$ cat config.mk
export PLATFORM = sky130hd
export DESIGN_NAME = timer_channel
export DESIGN_NICKNAME = d
export VERILOG_FILES = /design/src/logic/timer_channel_pkg.sv /design/src/logic/timer_channel.sv
export SDC_FILE = /design/constraint.sdc
export NUM_CORES = 1
export LEC_CHECK = 0
export CAP_MARGIN = 20
export CORE_MARGIN = 4
export CORE_UTILIZATION = 64
export DETAILED_ROUTE_END_ITERATION = 10
export DONT_BUFFER_PORTS = 1
export MAX_ROUTING_LAYER = met4
export PLACE_DENSITY = 0.81
export SLEW_MARGIN = 20
export SYNTH_ARGS = -nofsm -noshare
export SYNTH_HDL_FRONTEND = slang
export SYNTH_SLANG_ARGS = --single-unit
$ cat constraint.sdc
create_clock -name sys_clk -period 3.4 [get_ports sys_clk]
set_input_delay 0.68 -clock sys_clk [delete_from_list [all_inputs] [get_ports sys_clk]]
set_output_delay 0.68 -clock sys_clk [all_outputs]
set_load 0.01 [all_outputs]
$ cat src/logic/timer_channel_pkg.sv
// Operation
// - counter read buffer returns the live counter without disturbing counting
// - each capture/compare register works as capture or compare per option bits
// - compare writes to capture_compare_0 load a hidden buffer matched against counter
// - counter equal to buffer 0 pulses match_irq_0
// - buffer 0 is not software visible and resets to 0000h
// - compare writes to capture_compare_1 load its own hidden buffer
// - counter equal to buffer 1 pulses match_irq_1
// - buffer 1 is not software visible and resets to 0000h
// - input edge detect selects none, rising, falling or both edges
// - output pins toggle on compare matches, enabled and inverted by timer_output_control
// - count clock is one of eight prescaler taps or external event edges
// - timer_input_0 is capture trigger and event input
// - per-channel implemented bit masks; missing bits read as zero
// - both capture/compare registers and read buffer exist on every channel
// - two 8-bit control registers hold enable, clock select and mode
// - three 8-bit I/O registers hold output, capture edge, event/trigger edges
// - option register selects capture/compare use and holds overflow flag
// - disabled counter sits at ffffh while read buffer returns 0000h
// - counter overflow after ffffh pulses overflow_irq
// - clearing enable resets counter, overflow flag and outputs; setting starts
// - clock select divides by 1..128; odd channels top codes give 256, 512
package timer_channel_pkg;
	// ---------------------------------------------------------------
	// register byte offsets
	// ---------------------------------------------------------------
	localparam logic [5:0] OFS_CONTROL_0     = 6'h00;
	localparam logic [5:0] OFS_CONTROL_1     = 6'h04;
	localparam logic [5:0] OFS_OUTPUT_CTRL   = 6'h08;
	localparam logic [5:0] OFS_CAPTURE_EDGE  = 6'h0c;
	localparam logic [5:0] OFS_EVENT_EDGE    = 6'h10;
	localparam logic [5:0] OFS_OPTION        = 6'h14;
	localparam logic [5:0] OFS_CAPCMP_0      = 6'h18;
	localparam logic [5:0] OFS_CAPCMP_1      = 6'h1c;
	localparam logic [5:0] OFS_READ_BUFFER   = 6'h20;
	// ---------------------------------------------------------------
	// field positions
	// ---------------------------------------------------------------
	localparam int BIT_CHANNEL_ENABLE   = 7;
	localparam int BIT_EVENT_ENABLE     = 5;
	localparam int BIT_SW_TRIGGER       = 6;
	localparam int BIT_OE0              = 0;
	localparam int BIT_OL0              = 1;
	localparam int BIT_OE1              = 2;
	localparam int BIT_OL1              = 3;
	localparam int POS_CAP_EDGE0        = 0;
	localparam int POS_CAP_EDGE1        = 2;
	localparam int POS_TRIG_EDGE        = 0;
	localparam int POS_EVENT_EDGE       = 2;
	localparam int BIT_CCS0             = 4;
	localparam int BIT_CCS1             = 5;
	localparam int BIT_OVERFLOW         = 0;
	// ---------------------------------------------------------------
	// reset values
	// ---------------------------------------------------------------
	localparam logic [7:0]  RST_REG8    = 8'h00;
	localparam logic [15:0] RST_CAPCMP  = 16'h0000;
	localparam logic [15:0] CNT_IDLE    = 16'hffff;
	localparam logic [15:0] CNT_ZERO    = 16'h0000;
	// ---------------------------------------------------------------
	// prescaler
	// ---------------------------------------------------------------
	localparam int          PRESC_W     = 9;
	localparam logic [3:0]  ODD_SHIFT6  = 4'h8;
	localparam logic [3:0]  ODD_SHIFT7  = 4'h9;
	// ---------------------------------------------------------------
	// types
	// ---------------------------------------------------------------
	typedef enum logic [2:0] {
		MODE_INTERVAL  = 3'b000,
		MODE_FREE_RUN  = 3'b101
	} mode_t;
	typedef enum logic {
		BUS_IDLE = 1'b0,
		BUS_DONE = 1'b1
	} bus_state_t;
endpackage : timer_channel_pkg

$ cat src/logic/timer_channel.sv
`timescale 1ns/1ns
module timer_channel #(
	parameter bit         ODD_CHANNEL   = 1'b0,
	parameter logic [7:0] MASK_CONTROL1 = 8'h67,
	parameter logic [7:0] MASK_OUTPUT   = 8'h0f,
	parameter logic [7:0] MASK_CAPEDGE  = 8'h0f,
	parameter logic [7:0] MASK_EVEDGE   = 8'h0f,
	parameter logic [7:0] MASK_OPTION   = 8'h31
) (
	// clock and reset
	input  wire logic        sys_clk,
	input  wire logic        rst_b,
	input  wire logic        ce,
	// avalon-mm slave
	input  wire logic [5:0]  address,
	input  wire logic        read,
	input  wire logic        write,
	input  wire logic [31:0] writedata,
	output logic [31:0]      readdata,
	output logic             waitrequest,
	// timer pins
	input  wire logic        timer_input_0,
	input  wire logic        timer_input_1,
	output logic             timer_output_0,
	output logic             timer_output_1,
	// interrupt requests
	output logic             match_irq_0,
	output logic             match_irq_1,
	output logic             overflow_irq
);
	import timer_channel_pkg::*;

	// ---------------------------------------------------------------
	// helpers
	// ---------------------------------------------------------------
	function automatic logic valid_edge(input logic [1:0] sel, input logic cur,
		input logic prev);
		valid_edge = (sel[0] & cur & ~prev) | (sel[1] & ~cur & prev);
	endfunction : valid_edge

	bus_state_t  bus_r;
	logic [7:0]  control0_r, control1_r, out_ctl_r, cap_edge_r, ev_edge_r, option_r;
	logic [15:0] capcmp0_r, capcmp1_r, cmpbuf0_r, cmpbuf1_r, cnt_r;
	logic [PRESC_W-1:0] presc_r;
	logic        running_r, toggle0_r, toggle1_r;
	logic [1:0]  in0_sync_r, in1_sync_r;
	logic        in0_prev_r, in1_prev_r;
	logic        enabled, ext_count, presc_tick, tick, ev_edge, cap0_ev, cap1_ev;
	logic        match0, match1, ovf_ev, wr_acc, wr_cap0, wr_cap1;
	logic [3:0]  div_shift;
	logic [PRESC_W-1:0] div_mask;
	logic [7:0]  wr8;
	logic [31:0] rd_nxt;

	assign enabled   = control0_r[BIT_CHANNEL_ENABLE];
	assign ext_count = control1_r[BIT_EVENT_ENABLE];
	assign wr_acc    = write && bus_r == BUS_DONE;
	assign wr8       = writedata[7:0];
	assign wr_cap0   = wr_acc && address == OFS_CAPCMP_0;
	assign wr_cap1   = wr_acc && address == OFS_CAPCMP_1;

	// ---------------------------------------------------------------
	// pin synchronisers
	// ---------------------------------------------------------------
	// second stage only feeds the edge detectors; first stage stays private
	always_ff @(posedge sys_clk) begin
		if (!rst_b) begin
			in0_sync_r <= 2'b00;
			in1_sync_r <= 2'b00;
			in0_prev_r <= 1'b0;
			in1_prev_r <= 1'b0;
		end else if (ce) begin
			in0_sync_r <= {in0_sync_r[0], timer_input_0};
			in1_sync_r <= {in1_sync_r[0], timer_input_1};
			in0_prev_r <= in0_sync_r[1];
			in1_prev_r <= in1_sync_r[1];
		end
	end

	// input 0 doubles as event source and capture 0 trigger
	assign ev_edge = valid_edge(ev_edge_r[POS_EVENT_EDGE+:2], in0_sync_r[1], in0_prev_r);
	assign cap0_ev = enabled && option_r[BIT_CCS0] &&
		valid_edge(cap_edge_r[POS_CAP_EDGE0+:2], in0_sync_r[1], in0_prev_r);
	assign cap1_ev = enabled && option_r[BIT_CCS1] &&
		valid_edge(cap_edge_r[POS_CAP_EDGE1+:2], in1_sync_r[1], in1_prev_r);

	// ---------------------------------------------------------------
	// count clock selector
	// ---------------------------------------------------------------
	always_comb begin
		div_shift = {1'b0, control0_r[2:0]};
		if (ODD_CHANNEL && control0_r[2:1] == 2'b11)
			div_shift = control0_r[0] ? ODD_SHIFT7 : ODD_SHIFT6;
		div_mask = PRESC_W'((1 << div_shift) - 1);
	end

	always_ff @(posedge sys_clk) begin
		if (!rst_b)
			presc_r <= '0;
		else if (ce) begin
			if (!enabled)
				presc_r <= '0;
			else
				presc_r <= presc_r + 1'b1;
		end
	end

	assign presc_tick = (presc_r & div_mask) == div_mask;
	assign tick = enabled && (ext_count ? ev_edge : presc_tick);

	// ---------------------------------------------------------------
	// counter, compare and overflow
	// ---------------------------------------------------------------
	// compare is on the tick that leaves the matching value
	assign match0 = tick && running_r && !option_r[BIT_CCS0] && cnt_r == cmpbuf0_r;
	assign match1 = tick && running_r && !option_r[BIT_CCS1] && cnt_r == cmpbuf1_r;
	assign ovf_ev = tick && running_r && cnt_r == CNT_IDLE &&
		!(control1_r[2:0] == MODE_INTERVAL && match0);

	always_ff @(posedge sys_clk) begin
		if (!rst_b) begin
			cnt_r     <= CNT_IDLE;
			running_r <= 1'b0;
		end else if (ce) begin
			if (!enabled) begin
				cnt_r     <= CNT_IDLE;
				running_r <= 1'b0;
			end else if (tick) begin
				running_r <= 1'b1;
				if (!running_r)
					cnt_r <= CNT_ZERO;
				else if (control1_r[2:0] == MODE_INTERVAL && match0)
					cnt_r <= CNT_ZERO;
				else
					cnt_r <= cnt_r + 1'b1;
			end
		end
	end

	// hidden compare buffers, loaded on compare-mode writes only
	always_ff @(posedge sys_clk) begin
		if (!rst_b) begin
			cmpbuf0_r <= RST_CAPCMP;
			cmpbuf1_r <= RST_CAPCMP;
		end else if (ce) begin
			if (wr_cap0 && !option_r[BIT_CCS0])
				cmpbuf0_r <= writedata[15:0];
			if (wr_cap1 && !option_r[BIT_CCS1])
				cmpbuf1_r <= writedata[15:0];
		end
	end

	// capture wins over a software write in the same cycle
	always_ff @(posedge sys_clk) begin
		if (!rst_b) begin
			capcmp0_r <= RST_CAPCMP;
			capcmp1_r <= RST_CAPCMP;
		end else if (ce) begin
			if (cap0_ev)
				capcmp0_r <= cnt_r;
			else if (wr_cap0)
				capcmp0_r <= writedata[15:0];
			if (cap1_ev)
				capcmp1_r <= cnt_r;
			else if (wr_cap1)
				capcmp1_r <= writedata[15:0];
		end
	end

	always_ff @(posedge sys_clk) begin
		if (!rst_b) begin
			match_irq_0  <= 1'b0;
			match_irq_1  <= 1'b0;
			overflow_irq <= 1'b0;
		end else if (ce) begin
			match_irq_0  <= match0 || cap0_ev;
			match_irq_1  <= match1 || cap1_ev;
			overflow_irq <= ovf_ev;
		end
	end

	// ---------------------------------------------------------------
	// output controller
	// ---------------------------------------------------------------
	always_ff @(posedge sys_clk) begin
		if (!rst_b) begin
			toggle0_r      <= 1'b0;
			toggle1_r      <= 1'b0;
			timer_output_0 <= 1'b0;
			timer_output_1 <= 1'b0;
		end else if (ce) begin
			if (!enabled) begin
				toggle0_r <= 1'b0;
				toggle1_r <= 1'b0;
			end else begin
				toggle0_r <= toggle0_r ^ match0;
				toggle1_r <= toggle1_r ^ match1;
			end
			// level bit inverts the active sense; disabled pin rests at zero
			timer_output_0 <= out_ctl_r[BIT_OE0] & (toggle0_r ^ out_ctl_r[BIT_OL0]);
			timer_output_1 <= out_ctl_r[BIT_OE1] & (toggle1_r ^ out_ctl_r[BIT_OL1]);
		end
	end

	// ---------------------------------------------------------------
	// control registers
	// ---------------------------------------------------------------
	always_ff @(posedge sys_clk) begin
		if (!rst_b) begin
			control0_r <= RST_REG8;
			control1_r <= RST_REG8;
			out_ctl_r  <= RST_REG8;
			cap_edge_r <= RST_REG8;
			ev_edge_r  <= RST_REG8;
		end else if (ce && wr_acc) begin
			case (address)
				OFS_CONTROL_0:    control0_r <= wr8 & 8'h87;
				OFS_CONTROL_1:    control1_r <= wr8 & MASK_CONTROL1 & ~8'h40;
				OFS_OUTPUT_CTRL:  out_ctl_r  <= wr8 & MASK_OUTPUT;
				OFS_CAPTURE_EDGE: cap_edge_r <= wr8 & MASK_CAPEDGE;
				OFS_EVENT_EDGE:   ev_edge_r  <= wr8 & MASK_EVEDGE;
				default: ;
			endcase
		end
	end

	// overflow flag: hardware set beats a software clear
	always_ff @(posedge sys_clk) begin
		if (!rst_b)
			option_r <= RST_REG8;
		else if (ce) begin
			if (wr_acc && address == OFS_OPTION)
				option_r <= (wr8 & MASK_OPTION & 8'hfe) |
					{7'h00, option_r[BIT_OVERFLOW] & wr8[BIT_OVERFLOW]};
			if (!enabled)
				option_r[BIT_OVERFLOW] <= 1'b0;
			else if (ovf_ev && MASK_OPTION[BIT_OVERFLOW])
				option_r[BIT_OVERFLOW] <= 1'b1;
		end
	end

	// ---------------------------------------------------------------
	// bus slave
	// ---------------------------------------------------------------
	always_comb begin
		rd_nxt = 32'h0000_0000;
		case (address)
			OFS_CONTROL_0:    rd_nxt[7:0]  = control0_r;
			OFS_CONTROL_1:    rd_nxt[7:0]  = control1_r;
			OFS_OUTPUT_CTRL:  rd_nxt[7:0]  = out_ctl_r;
			OFS_CAPTURE_EDGE: rd_nxt[7:0]  = cap_edge_r;
			OFS_EVENT_EDGE:   rd_nxt[7:0]  = ev_edge_r;
			OFS_OPTION:       rd_nxt[7:0]  = option_r;
			OFS_CAPCMP_0:     rd_nxt[15:0] = capcmp0_r;
			OFS_CAPCMP_1:     rd_nxt[15:0] = capcmp1_r;
			OFS_READ_BUFFER:  rd_nxt[15:0] = enabled ? cnt_r : CNT_ZERO;
			default:          rd_nxt       = 32'h0000_0000;
		endcase
	end

	// one wait cycle per access; write lands on the edge waitrequest is low
	always_ff @(posedge sys_clk) begin
		if (!rst_b) begin
			bus_r       <= BUS_IDLE;
			waitrequest <= 1'b1;
			readdata    <= 32'h0000_0000;
		end else if (ce) begin
			case (bus_r)
				BUS_IDLE: begin
					if (read || write) begin
						bus_r       <= BUS_DONE;
						waitrequest <= 1'b0;
						readdata    <= rd_nxt;
					end
				end
				BUS_DONE: begin
					bus_r       <= BUS_IDLE;
					waitrequest <= 1'b1;
				end
				default: begin
					bus_r       <= BUS_IDLE;
					waitrequest <= 1'b1;
				end
			endcase
		end
	end

	// ---------------------------------------------------------------
	// assertions
	// ---------------------------------------------------------------
	a_idle_count: assert property (@(posedge sys_clk) disable iff (!rst_b)
		ce && !enabled |=> cnt_r == CNT_IDLE)
		else $error("counter not parked while disabled");
	a_buffer_reads_zero: assert property (@(posedge sys_clk) disable iff (!rst_b)
		ce && bus_r == BUS_IDLE && read && address == OFS_READ_BUFFER && !enabled
		|=> readdata == 32'h0 && !waitrequest)
		else $error("read buffer not zero while disabled");
	a_match0_pulse: assert property (@(posedge sys_clk) disable iff (!rst_b)
		ce && tick && running_r && !option_r[BIT_CCS0] && cnt_r == cmpbuf0_r
		|=> match_irq_0)
		else $error("match 0 missed");
	a_match1_pulse: assert property (@(posedge sys_clk) disable iff (!rst_b)
		ce && tick && running_r && !option_r[BIT_CCS1] && cnt_r == cmpbuf1_r
		|=> match_irq_1)
		else $error("match 1 missed");
	a_buffer0_load: assert property (@(posedge sys_clk) disable iff (!rst_b)
		ce && wr_cap0 && !option_r[BIT_CCS0] |=> cmpbuf0_r == $past(writedata[15:0]))
		else $error("compare buffer 0 not loaded");
	a_capture1_value: assert property (@(posedge sys_clk) disable iff (!rst_b)
		ce && cap1_ev |=> capcmp1_r == $past(cnt_r) && match_irq_1)
		else $error("capture 1 wrong");
	a_overflow_flag: assert property (@(posedge sys_clk) disable iff (!rst_b)
		overflow_irq |-> option_r[BIT_OVERFLOW] == MASK_OPTION[BIT_OVERFLOW]
		&& cnt_r == CNT_ZERO)
		else $error("overflow pulse without flag");
	a_count_step: assert property (@(posedge sys_clk) disable iff (!rst_b)
		ce && enabled && running_r && !tick |=> cnt_r == $past(cnt_r))
		else $error("counter moved without tick");
	a_output_off: assert property (@(posedge sys_clk) disable iff (!rst_b)
		ce && !out_ctl_r[BIT_OE0] |=> !timer_output_0)
		else $error("output 0 driven while disabled");
	a_wait_one: assert property (@(posedge sys_clk) disable iff (!rst_b)
		ce && bus_r == BUS_IDLE && (read || write) |=> !waitrequest ##1 waitrequest)
		else $error("bus answer timing wrong");
	a_wait_idle: assert property (@(posedge sys_clk) disable iff (!rst_b)
		ce && bus_r == BUS_DONE |=> waitrequest)
		else $error("waitrequest not restored after answer");
	a_overflow_clear: assert property (@(posedge sys_clk) disable iff (!rst_b)
		ce && !enabled |=> !option_r[BIT_OVERFLOW])
		else $error("overflow flag kept while disabled");
	a_irq_quiet: assert property (@(posedge sys_clk) disable iff (!rst_b)
		ce && !enabled |=> !match_irq_0 && !match_irq_1 && !overflow_irq)
		else $error("interrupt pulse while disabled");
	a_buffer1_load: assert property (@(posedge sys_clk) disable iff (!rst_b)
		ce && wr_cap1 && !option_r[BIT_CCS1] |=> cmpbuf1_r == $past(writedata[15:0]))
		else $error("compare buffer 1 not loaded");
	a_event_step: assert property (@(posedge sys_clk) disable iff (!rst_b)
		ce && enabled && running_r && ext_count && ev_edge && control1_r[2:0] != MODE_INTERVAL
		|=> cnt_r == $past(cnt_r) + 16'h0001)
		else $error("event edge did not advance counter");
	a_prescaler_rest: assert property (@(posedge sys_clk) disable iff (!rst_b)
		ce && !enabled |=> presc_r == '0)
		else $error("prescaler running while disabled");
	a_capture0_value: assert property (@(posedge sys_clk) disable iff (!rst_b)
		ce && cap0_ev |=> capcmp0_r == $past(cnt_r) && match_irq_0)
		else $error("capture 0 wrong");
	a_freeze_hold: assert property (@(posedge sys_clk) disable iff (!rst_b)
		!ce |=> cnt_r == $past(cnt_r) && waitrequest == $past(waitrequest))
		else $error("state moved while clock enable low");
endmodule : timer_channel

==> impl_results.rst <==
.. list-table::
   :header-rows: 1

   * - Metric
     - Value
   * - Upper clock frequency limit
     - approximately 350 MHz
   * - Number of vias after detailed routing
     - approximately 6300
   * - Start point of the worst min-delay path
     - rst_b
   * - Final TNS setup
     - 0 ns
   * - Overflow left after global routing
     - 0
   * - I/O pin count
     - 83
   * - Final period demand of the worst path
     - between 2 and 3 ns
   * - Number of flip-flops and latches in the synthesized netlist
     - approximately 140
   * - Area of the mapped netlist
     - 0.007440 mm2
   * - Warnings from Yosys
     - 0
   * - Die Width
     - about 120 um
   * - H-tree depth reported by CTS
     - 4
   * - Worst slew margin
     - around 41%
   * - Detailed placement HPWL
     - 13080 um
   * - Setup Fix Bufs, Post-CTS
     - 0
   * - NumNets Final
     - roughly 850
   * - Clock insertion delay at the later pin of the skew report
     - 0.42 ns
   * - Capture instance of the worst register-to-register path
     - cnt_r[5]
   * - Count of pins over their slew limit
     - 0
   * - Effective utilization at floorplan
     - between 60% and 70%
   * - Bufs and invs on worst path
     - 1
   * - Worst setup EP type
     - register
   * - WP data required
     - between 3 and 4 ns
   * - Initial antenna violation count
     - 0
   * - Pwr dens
     - ~480 mW/mm2
   * - CTS buffer count
     - 17
   * - Starting DRT DRC Count
     - 700
   * - Cell-by-cell listing of the critical path
     - or3_1 -> ha_1 -> nor2_1 -> a31oi_1 -> a31oi_1 -> nor3_2 -> buf_4 -> a211o_1 -> a21oi_1
   * - Fraction of layout cells with a size suffix above 1
     - 9.337%
   * - Gate count of the mapped netlist
     - around 850
   * - Delay-heaviest family, CP
     - compound AO/OA/AOI/OAI gates
   * - Tightest Pin Transition
     - between 0.8 and 0.9 ns
   * - Max rail drop VDD
     - 0.0004051 V
   * - Category of the most critical setup path
     - register to register
   * - First element of the critical path
     - control0_r[1]
   * - Sequential share of the synthesized area
     - between 30% and 40%
   * - Biggest area contributors in the synthesized netlist
     - sky130_fd_sc_hd__dfxtp_1, sky130_fd_sc_hd__mux2i_1, sky130_fd_sc_hd__nor2_1
   * - Die Span Y
     - approximately 120 um
   * - Hold endpoint
     - readdata[12]
   * - Drt via density
     - 6.563
   * - Clock-pin transition on the worst setup and hold timing paths
     - ~0.06 ns
   * - Share of synthesized flip-flops with an asynchronous set or reset
     - 0%
   * - Global-route wire length before repair
     - roughly 31000 um
   * - Worst reg2reg setup slack
     - ~0.54 ns
   * - Most Frequent Cell on Critical Path
     - sky130_fd_sc_hd__a31oi_1
   * - Number of maximum-capacitance violations
     - 0
   * - Non-filler instance count after layout
     - roughly 960
   * - Number of antenna-violating nets in the routed design
     - 0
   * - Pin count of the biggest net entering global routing
     - 66
   * - Synth-to-layout area growth
     - 6.273%
   * - Number of cells on the critical path
     - 9
   * - Hold-fix buffer count after cts
     - 0
   * - Total Routed Length
     - 19630 um
   * - Number of core rows
     - 39
   * - TritonCTS clock tree
     - yes
   * - Class of the tightest hold or removal check
     - primary input to register
   * - Worst path arrival time
     - between 3 and 4 ns
   * - Util after Layout
     - between 60% and 70%
   * - Number of resized instances in the post-cts repair step
     - 0
   * - Clock skew after layout
     - between 0.008 and 0.009 ns
   * - Clock net sink count
     - ~140
   * - Length in cells of the worst reg-to-reg path
     - 9
   * - Number of buffer cells added on primary ports
     - 0
   * - First-pass DRT Iterations
     - 6
   * - Overall global routing resource usage
     - a little under a third
   * - Final Cycle Share
     - a little over four fifths
   * - Setup repair after global routing missed its margin
     - false
   * - DRC violations left
     - 0
   * - Number of flops mapped to enable cells by yosys
     - 0
   * - Number of cells on the worst hold path
     - 1
   * - Leak pwr
     - 0.002765 uW
   * - Placeable core region
     - approximately 0.011 mm2
   * - Post-Synthesis Mean Instance Area
     - between 8 and 9 um2
   * - Longest individual stage delay on the worst path
     - between 0.6 and 0.7 ns
   * - Outcome
     - completed
   * - Total count of hold-check failures in the final report
     - 0
   * - RD Place Congestion
     - slightly above 0.9
   * - Worst setup SP type
     - register
   * - Post-Place Cells
     - between 900 and 1000
   * - Cell type with the highest aggregate area in the netlist
     - sky130_fd_sc_hd__dfxtp_1
   * - Share of Yosys cell area claimed by the top area cell type
     - 38.75%
   * - Slowest CP cell
     - sky130_fd_sc_hd__a31oi_1
   * - Flip-flop cell with the highest count after synthesis
     - sky130_fd_sc_hd__dfxtp_1
   * - Setup Viol. Count Final
     - 0
   * - Detail-routed net length per standard cell
     - 20.51 um
   * - Count of different cell masters after synthesis
     - just under 70
   * - Die outline area
     - 0.01341 mm2
   * - Startpoint of the most critical register-to-register path
     - control0_r[1]
   * - Critical Path Fanout Max
     - 10
   * - Vias in the first global route
     - between 6000 and 7000
   * - Clk Tree Root Cell
     - sky130_fd_sc_hd__clkbuf_16
   * - Number of antenna diodes
     - 0
   * - Clock buffer depth
     - 2
-- worst max path at each step --
stage | to
after floorplan | cnt_r[0]
after global routing | cnt_r[5]
after CTS | cnt_r[5]
after detailed placement | cnt_r[6]
final | cnt_r[5]
after global placement | cnt_r[9]
-- cell usage in the layout, fill, tap and decap left out, types with 6 or more instances in the layout --
| cell type | n |
|---|---|
| sky130_fd_sc_hd__nor3_1 | 9 |
| sky130_fd_sc_hd__nand4_1 | 13 |
| sky130_fd_sc_hd__a311oi_1 | 6 |
| sky130_fd_sc_hd__a31oi_1 | 6 |
| sky130_fd_sc_hd__mux2_2 | 6 |
| sky130_fd_sc_hd__nand2_1 | 75 |
| sky130_fd_sc_hd__conb_1 | 16 |
| sky130_fd_sc_hd__nor3_2 | 6 |
| sky130_fd_sc_hd__a211oi_1 | 38 |
| sky130_fd_sc_hd__buf_4 | 12 |
| sky130_fd_sc_hd__inv_1 | 9 |
| sky130_fd_sc_hd__nor2_1 | 99 |
| sky130_fd_sc_hd__mux2i_1 | 82 |
| sky130_fd_sc_hd__xor2_1 | 22 |
| sky130_fd_sc_hd__a2bb2oi_1 | 11 |
| sky130_fd_sc_hd__nand3_1 | 22 |
| sky130_fd_sc_hd__a21oi_1 | 52 |
| sky130_fd_sc_hd__nor2b_1 | 18 |
| sky130_fd_sc_hd__xnor2_1 | 17 |
| sky130_fd_sc_hd__a21boi_0 | 8 |
| sky130_fd_sc_hd__o21ai_0 | 18 |
| sky130_fd_sc_hd__clkbuf_16 | 17 |
| sky130_fd_sc_hd__dfxtp_1 | 144 |
| sky130_fd_sc_hd__and3_1 | 8 |
| sky130_fd_sc_hd__clkbuf_8 | 7 |
-- cell usage after synthesis, types with 5 or more instances --
cell                        number
sky130_fd_sc_hd__nand3b_1        5
sky130_fd_sc_hd__and3_1          8
sky130_fd_sc_hd__a21oi_1        53
sky130_fd_sc_hd__a22oi_1         5
sky130_fd_sc_hd__mux2i_1        82
sky130_fd_sc_hd__a2bb2oi_1      11
sky130_fd_sc_hd__o32a_1          5
sky130_fd_sc_hd__o21ai_0        18
sky130_fd_sc_hd__xnor2_1        17
sky130_fd_sc_hd__a31oi_1         6
sky130_fd_sc_hd__nor3_2          6
sky130_fd_sc_hd__nor2b_1        18
sky130_fd_sc_hd__xor2_1         22
sky130_fd_sc_hd__mux2_2          6
sky130_fd_sc_hd__nand3_1        22
sky130_fd_sc_hd__inv_1           9
sky130_fd_sc_hd__buf_1           6
sky130_fd_sc_hd__buf_2          31
sky130_fd_sc_hd__nor2_1         99
sky130_fd_sc_hd__buf_4          18
sky130_fd_sc_hd__or3_1           5
sky130_fd_sc_hd__dfxtp_1       144
sky130_fd_sc_hd__nand4_1        13
sky130_fd_sc_hd__a311oi_1        6
sky130_fd_sc_hd__nor3_1          9
sky130_fd_sc_hd__nand2_1        75
sky130_fd_sc_hd__a21boi_0        8
sky130_fd_sc_hd__clkbuf_1       34
sky130_fd_sc_hd__a211oi_1       38
-- flip-flops by register name, indices dropped and copies added, names as in the netlist, 9 cells and up --
signal / flops
capcmp0_r: 16
capcmp1_r: 16
cmpbuf0_r: 16
cmpbuf1_r: 16
cnt_r: 16
readdata: 16
presc_r: 9
-- cell families after synthesis --
kind of cell	share of synthesized area (%)
adder cells (fa/ha/maj)	0.5046
other	0.05041
multiplexers	13.15
AO/OA/AOI/OAI	16.28
XOR/XNOR	4.591
AND/OR/NAND/NOR	19.51
flip-flops	38.75
buffers and inverters	7.164
-- report_power, final --
group,internal (uW),switching [uW]
registers,1700,18.8
logic,51.9,89.6
clock network,1220,687
total,2970,795
-- metal layers --
layer	vias to the layer above	global-route usage, %	routed length (um)
met3	60	7.311	1931
met2	342	48.22	9499
met4	0	13.23	539
li1	2877	-	-
met5	-	-	0
met1	3002	37.36	7654
-- through the flow --
step                      power [uW]  setup WS [ns]  area [um2]  hold WS [ns]
final                           3765         0.5423        7906        0.3840
after global routing            3870         0.3550        7906        0.3784
after CTS                       3759         0.4733        7900        0.3832
after detailed placement        1894         0.5883        7293        0.4605
after global placement          1889         0.6566        7293        0.4540
after floorplan                 1899          1.016        7496        0.4444
-- layout make-up --
| type | count | area [um2] |
|---|---|---|
| Clock buffer | 28 | 536.8 |
| Fill cell | 865 | 3512 |
| Multi-Input combinational cell | 615 | 4090 |
| Sequential cell | 144 | 2883 |
| Tap cell | 143 | 178.9 |
| Timing Repair Buffer | 13 | 110.1 |
| Inverter | 10 | 37.54 |
| Clock inverter | 4 | 70.07 |
(Power assumes the default switching activity.)
